File: config.mk
export PLATFORM = sky130hd
export DESIGN_NAME = swdt_top
export DESIGN_NICKNAME = d
export VERILOG_FILES = /design/src/swdt_pkg.sv /design/src/swdt_top.sv
export SDC_FILE = /design/constraint.sdc
export NUM_CORES = 1
export LEC_CHECK = 0
export ABC_AREA = 1
export BUFFER_PORTS_ARGS = -buffer_cell sky130_fd_sc_hd__buf_4
export CAP_MARGIN = 20
export CELL_PAD_IN_SITES_DETAIL_PLACEMENT = 1
export CELL_PAD_IN_SITES_GLOBAL_PLACEMENT = 1
export CORE_ASPECT_RATIO = 0.7
export CORE_MARGIN = 2
export CORE_UTILIZATION = 30
export DETAILED_ROUTE_END_ITERATION = 10
export PLACE_DENSITY_LB_ADDON = 0.2
export RECOVER_POWER = 25
export SYNTH_ARGS = -nofsm -noshare
export SYNTH_HDL_FRONTEND = slang
export SYNTH_SLANG_ARGS = --single-unit
File: constraint.sdc
create_clock -name core_clk -period 1.75 [get_ports core_clk]
set_input_delay 0.0875 -clock core_clk [delete_from_list [all_inputs] [get_ports core_clk]]
set_output_delay 0.0875 -clock core_clk [all_outputs]
set_load 0.1 [all_outputs]
File: src/swdt_pkg.sv
// Shared constants and types of the system watchdog timer.
// Assumes a 125 MHz core clock and a 32-bit APB register bus.
package swdt_pkg;

  // ---------------------------------------------------------------
  // Timing
  // ---------------------------------------------------------------
  localparam int CLK_PERIOD_NS = 8;
  localparam int TICK_PERIOD_US = 10240;
  localparam int TICK_CYCLES =
    (TICK_PERIOD_US * 1000) / CLK_PERIOD_NS;
  localparam int PRE_W = 21;

  // ---------------------------------------------------------------
  // Register map
  // ---------------------------------------------------------------
  localparam logic [31:0] WDT_BASE = 32'h5000_3100;
  localparam logic [31:0] COUNT_IDX = 32'h5000_3100;
  localparam logic [31:0] CTRL_IDX = 32'h5000_3102;
  localparam logic [11:0] COUNT_ADDR = 12'((COUNT_IDX - WDT_BASE) * 4);
  localparam logic [11:0] CTRL_ADDR = 12'((CTRL_IDX - WDT_BASE) * 4);
  localparam logic [11:0] STAT_ADDR = 12'h010;
  localparam logic [11:0] MASK_ADDR = 12'h014;

  // ---------------------------------------------------------------
  // Fields and reset values
  // ---------------------------------------------------------------
  localparam int KEY_LSB = 9;
  localparam int KEY_W = 7;
  localparam int VAL_W = 8;
  localparam int CNT_W = 9;
  localparam int SIGN_BIT = 8;
  localparam int RST_ONLY_BIT = 0;
  localparam int SPARE_BIT = 1;
  localparam int EV_NMI = 0;
  localparam int EV_RST = 1;
  localparam int EV_W = 2;
  localparam logic [8:0] COUNT_RESET = 9'h0FF;
  localparam logic [8:0] COUNT_RELOAD = 9'h0FF;
  localparam logic [8:0] COUNT_LIMIT = 9'h1F0;
  localparam logic [8:0] COUNT_ZERO = 9'h000;
  localparam logic [1:0] CTRL_RESET = 2'h0;
  localparam logic [1:0] EV_RESET = 2'h0;

  // ---------------------------------------------------------------
  // APB carriers
  // ---------------------------------------------------------------
  typedef struct packed {
    logic psel;
    logic penable;
    logic pwrite;
    logic [31:0] paddr;
    logic [31:0] pwdata;
  } swdt_apb_req_t;

  typedef struct packed {
    logic [31:0] prdata;
    logic pready;
    logic pslverr;
  } swdt_apb_rsp_t;

endpackage

File: src/swdt_top.sv
// System watchdog timer: 9-bit signed down counter with key-filtered
// reload, NMI / system reset generation and an APB register slave.
// Assumes APB master on core_clk; freeze and debug halt inputs are
// synchronous to core_clk.
//
// How it works
// - A count write is taken only when the key field bits 15:9 are zero.
// - A taken write loads bits 7:0 as the new positive count.
// - The running count drops by one every 10.24 ms.
// - Reads give the live 9-bit count, bit 8 the sign, 0 then 1FF then 1FE.
// - In NMI mode reaching zero raises the NMI and counting goes on.
// - In NMI mode the count 1F0 issues a system reset and reloads FF.
// - In reset-only mode a count at or below zero resets and reloads FF.
// - In NMI mode the external freeze bit stops and resumes counting.
// - In reset-only mode the freeze bit is ignored.
// - Software can set the reset-only bit but never clear it.
// - A debug halt of the core always freezes the count.
//
// Design decision made here: register access over APB.
module swdt_top
  import swdt_pkg::*;
#(
  parameter int TICK_LEN = TICK_CYCLES
) (
  input wire logic core_clk,
  input wire logic rst,
  input wire swdt_apb_req_t apbReq,
  output swdt_apb_rsp_t apbRsp,
  input wire logic freezeControlBit,
  input wire logic debugHalt,
  output logic nmiReq,
  output logic sysResetReq,
  output logic irq
);

  // ---------------------------------------------------------------
  // Bus decode
  // ---------------------------------------------------------------
  logic setupPhase;
  logic accessDone;
  logic [11:0] addrLow;
  logic hitCount;
  logic hitCtrl;
  logic hitStat;
  logic hitMask;
  logic mapped;
  logic wrCount;
  logic wrCtrl;
  logic wrMask;
  logic rdStat;
  logic keyOk;

  assign setupPhase = apbReq.psel && !apbReq.penable;
  assign accessDone = apbReq.psel && apbReq.penable;
  assign addrLow = apbReq.paddr[11:0];
  assign hitCount = addrLow == COUNT_ADDR;
  assign hitCtrl = addrLow == CTRL_ADDR;
  assign hitStat = addrLow == STAT_ADDR;
  assign hitMask = addrLow == MASK_ADDR;
  assign mapped = hitCount || hitCtrl || hitStat || hitMask;
  assign wrCount = accessDone && apbReq.pwrite && hitCount;
  assign wrCtrl = accessDone && apbReq.pwrite && hitCtrl;
  assign wrMask = accessDone && apbReq.pwrite && hitMask;
  assign rdStat = accessDone && !apbReq.pwrite && hitStat;
  assign keyOk = apbReq.pwdata[KEY_LSB +: KEY_W] == 7'h00;

  // ---------------------------------------------------------------
  // Prescaler
  // ---------------------------------------------------------------
  logic [PRE_W-1:0] pre;
  logic [PRE_W-1:0] next_pre;
  logic tick;

  assign tick = pre == PRE_W'(TICK_LEN - 1);

  always_comb begin
    next_pre = tick ? '0 : PRE_W'(pre + 1'b1);
  end

  always_ff @(posedge core_clk or posedge rst) begin
    if (rst) begin
      pre <= '0;
    end else begin
      pre <= next_pre;
    end
  end

  // ---------------------------------------------------------------
  // Watchdog core
  // ---------------------------------------------------------------
  logic [CNT_W-1:0] count;
  logic [CNT_W-1:0] next_count;
  logic rstOnly;
  logic next_rstOnly;
  logic spare;
  logic next_spare;
  logic next_nmiReq;
  logic next_sysResetReq;
  logic atOrBelowZero;
  logic fire;
  logic frozen;

  assign atOrBelowZero = (count == COUNT_ZERO) || count[SIGN_BIT];
  assign fire = rstOnly ? atOrBelowZero : (count == COUNT_LIMIT);
  assign frozen = debugHalt || (freezeControlBit && !rstOnly);

  always_comb begin
    next_count = count;
    next_rstOnly = rstOnly;
    next_spare = spare;
    if (wrCtrl) begin
      next_rstOnly = rstOnly | apbReq.pwdata[RST_ONLY_BIT];
      next_spare = apbReq.pwdata[SPARE_BIT];
    end
    if (fire) begin
      next_count = COUNT_RELOAD;
      next_rstOnly = 1'b0;
    end else if (wrCount && keyOk) begin
      next_count = {1'b0, apbReq.pwdata[VAL_W-1:0]};
    end else if (tick && !frozen) begin
      next_count = CNT_W'(count - 1'b1);
    end
    next_sysResetReq = fire;
    next_nmiReq = !rstOnly && !fire && (next_count == COUNT_ZERO)
      && (count != COUNT_ZERO);
  end

  always_ff @(posedge core_clk or posedge rst) begin
    if (rst) begin
      count <= COUNT_RESET;
      rstOnly <= CTRL_RESET[RST_ONLY_BIT];
      spare <= CTRL_RESET[SPARE_BIT];
      nmiReq <= 1'b0;
      sysResetReq <= 1'b0;
    end else begin
      count <= next_count;
      rstOnly <= next_rstOnly;
      spare <= next_spare;
      nmiReq <= next_nmiReq;
      sysResetReq <= next_sysResetReq;
    end
  end

  // ---------------------------------------------------------------
  // Event status, mask and read data
  // ---------------------------------------------------------------
  logic [EV_W-1:0] evStat;
  logic [EV_W-1:0] next_evStat;
  logic [EV_W-1:0] evMask;
  logic [EV_W-1:0] next_evMask;
  logic [31:0] rdData;
  logic [31:0] next_rdData;
  logic [EV_W-1:0] evSet;

  assign evSet = {next_sysResetReq, next_nmiReq};

  always_comb begin
    next_rdData = rdData;
    if (setupPhase) begin
      next_rdData = 32'h0000_0000;
      if (hitCount) begin
        next_rdData[CNT_W-1:0] = count;
      end else if (hitCtrl) begin
        next_rdData[SPARE_BIT] = spare;
        next_rdData[RST_ONLY_BIT] = rstOnly;
      end else if (hitStat) begin
        next_rdData[EV_W-1:0] = evStat;
      end else if (hitMask) begin
        next_rdData[EV_W-1:0] = evMask;
      end
    end
    // Only the bits shown to software are cleared; new events win
    next_evStat = evStat;
    if (rdStat) begin
      next_evStat = evStat & ~rdData[EV_W-1:0];
    end
    next_evStat = next_evStat | evSet;
    next_evMask = wrMask ? apbReq.pwdata[EV_W-1:0] : evMask;
  end

  always_ff @(posedge core_clk or posedge rst) begin
    if (rst) begin
      evStat <= EV_RESET;
      evMask <= EV_RESET;
      rdData <= 32'h0000_0000;
    end else begin
      evStat <= next_evStat;
      evMask <= next_evMask;
      rdData <= next_rdData;
    end
  end

  assign irq = |(evStat & evMask);
  // One driver for the whole response carrier
  assign apbRsp = '{
    prdata: rdData,
    pready: 1'b1,
    pslverr: accessDone && !mapped
  };
endmodule

-- Yosys cells after proc, flatten, opt, wreduce, memory -nomap -nowiden
Index checks and enable logic that the tools add are counted.
- flip-flop bits (word level): 47
- bits of input ports: 71
- output and inout port bits: 37
- word-level logic and storage cells: 67
- $add $sub $neg: 2
- equal/unequal tests: 5
- mux-type cells: 13
- bitwise gates (word level): 5
- reductions and logical operators: 33
- operators with widths (cell ; count):
    $mux 9 ; 3
    $eq 12x5->1 const B ; 2
    $add 21x1->21 const B ; 1
    $eq 21x21->1 const B ; 1
    $mux 21 ; 1
    $logic_not 9->1 ; 2
    $logic_and 1x1->1 ; 15
    $eq 12x4->1 const B ; 1
    $logic_not 12->1 ; 1
    $mux 2 ; 5
    $eq 9x9->1 const B ; 1
    $reduce_bool 9->1 ; 1
    $sub 9x1->9 const B ; 1
    $logic_not 7->1 ; 1
    $mux 7 ; 1
    $logic_not 1->1 ; 6
    $logic_or 1x1->1 ; 5
    $and 2x2->2 ; 2
    $mux 1 ; 3
    $not 2->2 ; 1
    $or 2x2->2 ; 1
    $reduce_bool 2->1 ; 1
    $reduce_or 2->1 ; 1
    $or 1x1->1 ; 1

-- Logic depth before layout (Yosys ltp)
Gate-level depths: netlist of the first run.
- word-level depth: 12
- gate-level depth with buffers: 16
- gate-level depth less buffers: 15

-- Least setup slack after synthesis of the first run
Ideal clock, no wire load.
- kind: input-to-output
- from: input apbReq[40] (netlist name)
- to: output apbRsp[0] (netlist name)
- arrival: 3.258 ns
- data required time: 1.662 ns
- path slack: -1.595 ns
- cell stages on the path: 6
- buffers on the path: 0
- cell sequence: inv_1 > nand2_1 > nor2_1 > nand2_2 > nor2_1 > nor4_1
- RTL lines (item ; line ; text):
    from (decl) ; swdt_top.sv:27 ; input wire swdt_apb_req_t apbReq,
    to (decl) ; swdt_top.sv:28 ; output swdt_apb_rsp_t apbRsp,

-- Worst setup path in the final report of the first run
- from: register count[1]
- to: register nmiReq
- word-level cells in the longest chain between the ends: 7
- elaborated cells between the ends (all ways): 14
- ends and longest elaborated chain (item ; line ; text):
    from (decl) ; swdt_top.sv:91 ; logic [CNT_W-1:0] count;
    from (signal assigned) ; swdt_top.sv:136 ; count <= next_count;
    $sub 9x1->9 or $logic_not 9->1 (tied branches) ; swdt_top.sv:121, swdt_top.sv:103 ;
    $mux 9 or $logic_or 1x1->1 (tied branches) ; swdt_top.sv:120, swdt_top.sv:103 ;
    $mux 9 or $mux 1 (tied branches) ; swdt_top.sv:118, swdt_top.sv:104 ;
    $mux 9 or $logic_not 1->1 (tied branches) ; swdt_top.sv:115, swdt_top.sv:124 ;
    $logic_not 9->1 or $logic_and 1x1->1 (tied branches) ; swdt_top.sv:124 ; next_nmiReq = !rstOnly && !fire && (next_count == COUNT_ZERO)
    $logic_and 1x1->1 ; swdt_top.sv:124 ;
    $logic_and 1x1->1 * ; swdt_top.sv:125 ; && (count != COUNT_ZERO);
    named net next_nmiReq ; swdt_top.sv:97 ; logic next_nmiReq;
    to (signal assigned) ; swdt_top.sv:139 ; nmiReq <= next_nmiReq;
    to (decl) ; swdt_top.sv:31 ; output logic nmiReq,
Mark *: on every way through the listed nets, which the timed path passes. The rest lies on a longest branch.
A chain may end at the register's enable or synchronous reset.

==> results.toml, run 1 <==
[cts]
htree_levels = 2
root_buffer = "clkbuf_16"
clockBufferDepth = 2
cts_made_buffers = 5
clk_pin_slew_ns = 0.06
cts_tree = "built"
clock_latency_ns = 0.29
cts_sinks = 47

[die]
die_h_microns = 87.6
num_rows = 30
num_io_pins = 108
core_area_sq_mm = 0.00972
fp.dieW_microns = 123
start_util_pct = 30.8
die_area_sq_mm = 0.0108

[placement]
dp_cells = 649
portBuffers = 46
hpwl_mm = 7.44
routabilityCongestion = 0.817

[layout]
area_growth_pct = 52.9
drive_above_1_share_pct = 41.3
final_common_cell = "buf_4"
antennaDiodeCount = 0
final_cell_mix = "buf_4, nand2_1, inv_1, dfrtp_1, nor2_1"
instances_no_fill = 678
nets = 622

[logic_synthesis]
syn_inst = 413
synth_top_area_cell = "dfrtp_1"
synth_area_sq_mm = 0.00300
yosysWarnings = 0
synth_top_area_share_pct = 32.6
syn_area_per_cell_sq_um = 7.26
ys_seq_elements = 47
seq_area_frac_synth_pct = 39.6
yosys-top-cells-area = "dfrtp_1, nand2_1, inv_1"
yosysUniqueCellTypes = 35

[sta]
finalMaxSlewViolations = 0
slew_headroom_pct = 37.8
worst_clock_skew_ns = 0.00587
period_share_pct = 115
fmax_mhz = 496
finalHoldViolCount = 0
worst_pin_slew_ns = 0.933
worst_slack_ns = -0.266
setup_tns_ns = -1.36
min_period_ns = 2.02
rsz0062_at_grt = "yes"
setup_viol = 14

[critical_path]
arrival_ns = 2.25
worstSetupStartpointType = "flop"
critical_path.endpoint_type = "flop"
r2r_cells = 14
setup.worst_path.class = "reg2reg"
required_ns = 1.98
crit_fanout = 6

[pwr]
ir_drop_v = 0.000304
pwr_density_cell_mw_per_mm2 = 524
p_leak_nw = 2.41
totalPowerFinal_mw = 2.40

[grt]
grt_pass1_wl_mm = 15.8
grt_pass1_vias = 3116
grt_overflow = 0
groute.usage.overall_pct = 19.1
grt_max_degree = 27
antenna_found_initial = 0

[worst_hold_path]
hold_class = "in2reg"
hold_depth = 3

[route]
wl_met2_mm = 4.25
drtIter0Drc = 157
dr_wl_met3_microns = 401
topRoutingLayerUsed = "met4"
drc = 0
viasPerCell = 4.61
dr_total_vias = 3126
drt-total-wl_mm = 10.3
wl_per_cell_microns = 15.2
drt_pre_antenna_iters = 4
met1_length_mm = 5.52
ant_nets = 0

[job]
maxCapViolations = 0

[status]
violations = "setup timing"
status = "finished with violations"
[kinds of logic (layout without fill, tap and decap cells)]
logic type,count (synthesis),count (layout),synth area share [%]
compound gates,40,40,8.02
xor+xnor,10,10,2.92
fa+ha+maj,2,2,0.835
buf+inv,95,210,15.0
flops,47,47,39.6
other cells,2,24,0.251
simple gates,217,217,33.4
[timing repair]
action / CTS / global route
resized for setup: 26 / 64
buffers inserted: 9 / 12
pin swaps: 13 / 27
cloned: 1 / 0
endpoints found under the hold margin: 21 / 0
endpoints found under the setup margin: 14 / 21
hold buffers: 1 / 0
[per-stage QoR]
stage | utilization (%) | hold WS (ns) | area, sq um | setup WS (ns)
6_report | 47.1 | 0.0854 | 4580 | -0.266
5_1_grt | 47.1 | 0.102 | 4580 | -0.380
4_1_cts | 43.8 | 0.0792 | 4260 | -0.149
3_5_place_dp | 40.5 | 0.166 | 3940 | -0.205
3_3_place_gp | 40.5 | 0.164 | 3940 | -0.127
2_1_floorplan | - | 0.238 | 3100 | 0.00410
[final timing paths]
kind / endpoint / slack [ns] / from
worst max-delay path: nmiReq$_DFF_PP0_ / -0.27 / count[1]$_DFF_PP1_
worst min-delay path: evMask[1]$_DFFE_PP0P_ / 0.09 / apbReq[1]
worst max register to register: nmiReq$_DFF_PP0_ / -0.27 / count[1]$_DFF_PP1_
worst min register to register: rdData[6]$_DFFE_PP0P_ / 0.49 / rdData[6]$_DFFE_PP0P_
max in group asynchronous: count[4]$_DFF_PP1_ / 0.45 / rst
min in group asynchronous: pre[2]$_DFF_PP0_ / 0.56 / rst
[flip-flops by register name (all words and copies together), names as in the netlist]
name         cells
rdData           9
spare            1
evStat           2
sysResetReq      1
count            9
pre             21
rstOnly          1
nmiReq           1
evMask           2
[report_power, final]
group          internal, mW  switching, mW
clock                 0.533          0.416
combinational        0.0655          0.299
sequential             1.09       0.000139
total                  1.69          0.715
[worst max-delay path: stages, from the launching register on]
cell and delay, ns:
dfstp_2 0.54, inv_2 0.05, ha_4 0.17, nand2_4 0.08, nor2_4 0.04, nand4_1 0.15, nand2_2 0.12, nand2_8 0.10
buf_12 0.13, nand2_1 0.08, a21oi_2 0.14, nand2_1 0.07, nor2_1 0.13, nand2_1 0.09, inv_1 0.07
[per-layer routing]
metal	global-route usage, %	up-vias
met5	0	-
met1	29.1	1508
met4	4.96	0
li1	-	1546
met2	27.2	64
met3	4.10	8
[final cells by class]
class                      count  area (sq um)
clock buffer                   8           136
multi-input combinational    293          1770
fill                        1199          5140
inverter                      68           258
timing repair buffer         134          1070
tap                          128           160
sequential                    47          1190
[synth_stat cells]
master and number:
nand3b_1 1, conb_1 2, nand2_2 6, o211ai_1 3
nor3_4 1, nor3_1 11, o2111ai_1 1, nand2_4 1
inv_2 1, o31ai_1 7, clkinv_1 1, nor4_1 4
and3_1 2, xor2_1 7, buf_4 25, nand3_2 2
clkbuf_1 2, nand3_1 33, nor2_1 41, nor2_2 3
a211oi_1 2, nand2_1 97, or2_2 1, nand4_1 10
ha_1 2, a31oi_1 2, a22o_1 1, dfstp_2 8
xnor2_1 3, dfrtp_1 39, nor3_2 1, o21ai_0 12
a21oi_1 12, nor2_4 3, inv_1 66
Power figures use the tool's default switching activity.
==> inputs of run 2 (changes only) <==
Clock period 1.75 ns to 2.16 ns, I/O delays scaled along.
==> results.toml, run 2 (synthesized netlist as in run 1, its figures left out) <==
[placement]
hpwl_mm = 6.98
placed_cell_area_sq_mm = 0.00356
routabilityCongestion = 0.807
portBuffers = 46

[layout]
final_cell_mix = "nand2_1, inv_1, buf_4, dfrtp_1, nor2_1"
postLayoutCellArea_sq_mm = 0.00386
nets = 558
largest_reg_flops = 21
drive_above_1_share_pct = 26.1
largestRegisters = "pre x21, count x9, rdData x9"
antennaDiodeCount = 0
regMostFlops = "pre"
final_common_cell = "nand2_1"
area_growth_pct = 28.7

[cts]
root_buffer = "clkbuf_16"
clockBufferDepth = 2
cts_tree = "built"
clk_pin_slew_ns = 0.07
htree_levels = 2
clock_latency_ns = 0.29
cts_sinks = 47
cts_made_buffers = 5

[critical_path]
worstSetupStartpointType = "flop"
arrival_ns = 2.29
r2r_cells = 15
r2r-end = "evStat[0]$_DFF_PP0_"
reg2reg_slack_ns = 0.1
regToRegStartpoint = "count[1]$_DFF_PP1_"
required_ns = 2.39
critical_path.endpoint_type = "flop"
crit_fanout = 6
setup.worst_path.class = "reg2reg"

[route]
viasPerCell = 4.61
wl_per_cell_microns = 14.5
dr_total_vias = 2830
drt_pre_antenna_iters = 4
drtIter0Drc = 185
drc = 0
ant_nets = 0
drt-total-wl_mm = 8.88

[grt]
grt_pass1_vias = 2733
grt_max_degree = 25
antenna_found_initial = 0
grt_overflow = 0
groute.usage.overall_pct = 17.0
grt_pass1_wl_mm = 14.2

[worst_hold_path]
hp-start = "apbReq[1]"
hold_depth = 3
hold_class = "in2reg"
min_to = "spare$_DFFE_PP0P_"

[pwr]
power.switching_uw = 581
seqPwrFrac_pct = 44.5
swShare_pct = 29.4
p_clk_share_pct = 40.5
internal_power_mw = 1.40
p_leak_nw = 1.99
pwr-share-comb_pct = 14.9
ir_drop_v = 0.000340
pwr_density_cell_mw_per_mm2 = 513

[die]
fp.dieW_microns = 123
start_util_pct = 30.8
die_h_microns = 87.6
die_area_sq_mm = 0.0108
num_io_pins = 108
core_area_sq_mm = 0.00972
num_rows = 30

[sta]
worst_pin_slew_ns = 1.17
whs_ns = 0.108
finalHoldViolCount = 0
period_share_pct = 95.4
min_period_ns = 2.06
finalMaxSlewViolations = 0
setup_viol = 0
rsz0062_at_grt = "yes"
worst_clock_skew_ns = 0.00910
fmax_mhz = 485
slew_headroom_pct = 22.1

[job]
maxCapViolations = 0

[status]
status = "completed"
[run 2: worst max-delay path: stages, from the launching register on]
cell,delay [ns]
dfstp_2,0.54
inv_2,0.05
ha_4,0.16
nand2_2,0.07
nor2_2,0.05
nand4_1,0.12
nand2_1,0.08
nand2_2,0.09
buf_12,0.12
buf_4,0.11
nand2_1,0.06
a21oi_2,0.14
nand2_1,0.08
nor2_2,0.14
nand2_2,0.10
nand2_1,0.07
[run 2: per-layer routing]
layer	track usage [%]	part of all wire (%)	vias to the layer above
met5	0	0	-
met4	2.48	0.35	0
met3	2.86	5.7	2
met2	22.5	39	65
met1	28.5	55	1347
li1	-	-	1416
[run 2: worst max-delay path by stage]
| stage | cells after the start | endpoint | slack [ns] | startpoint |
|---|---|---|---|---|
| after floorplan | 16 | evStat[0]$_DFF_PP0_ | 0.34 | count[0]$_DFF_PP1_ |
| after global routing | 15 | evStat[0]$_DFF_PP0_ | -0.06 | count[0]$_DFF_PP1_ |
| after detailed placement | 16 | evStat[0]$_DFF_PP0_ | 0.03 | count[1]$_DFF_PP1_ |
| after global placement | 16 | evStat[0]$_DFF_PP0_ | 0.05 | count[0]$_DFF_PP1_ |
| final | 15 | evStat[0]$_DFF_PP0_ | 0.1 | count[1]$_DFF_PP1_ |
| after CTS | 16 | evStat[0]$_DFF_PP0_ | 0.004 | count[1]$_DFF_PP1_ |
[run 2: power groups by stage]
stage / sequential, mW / combinational (mW) / clock [mW]
floorplan: 0.898 / 0.260 / 0
global placement: 0.897 / 0.292 / 0
detailed placement: 0.897 / 0.295 / 0
CTS: 0.880 / 0.297 / 0.833
global route: 0.880 / 0.312 / 0.876
finish: 0.881 / 0.295 / 0.802
[run 2: per-stage QoR]
| stage | setup TNS [ns] | setup slack, ns | util (%) | power (mW) | instances |
|---|---|---|---|---|---|
| 2_1_floorplan | 0 | 0.345 | - | 1.16 | 435 |
| 4_1_cts | 0 | 0.00405 | 38.4 | 2.01 | 609 |
| 5_1_grt | -0.0903 | -0.0556 | 39.7 | 2.07 | 614 |
| 6_report | 0 | 0.0983 | 39.7 | 1.98 | 614 |
| 3_3_place_gp | 0 | 0.0489 | 36.7 | 1.19 | 600 |
| 3_5_place_dp | 0 | 0.0259 | 36.7 | 1.19 | 600 |
[run 2: area by class of cell]
cell class / count / area [sq um]
inverter: 68 / 255
tap: 128 / 160
sequential: 47 / 1190
clock buffer: 6 / 139
fill: 1205 / 5860
multi-input combinational: 293 / 1550
clock inverter: 2 / 16.3
timing repair buffer: 70 / 553
[run 2: repair_timing]
item | CTS | global route
hold buffers | 1 | 0
resized for setup | 1 | 31
setup buffers | 0 | 5
endpoints found under the setup margin | 1 | 5
hold endpoints to repair | 18 | 0
pin swaps | 0 | 13
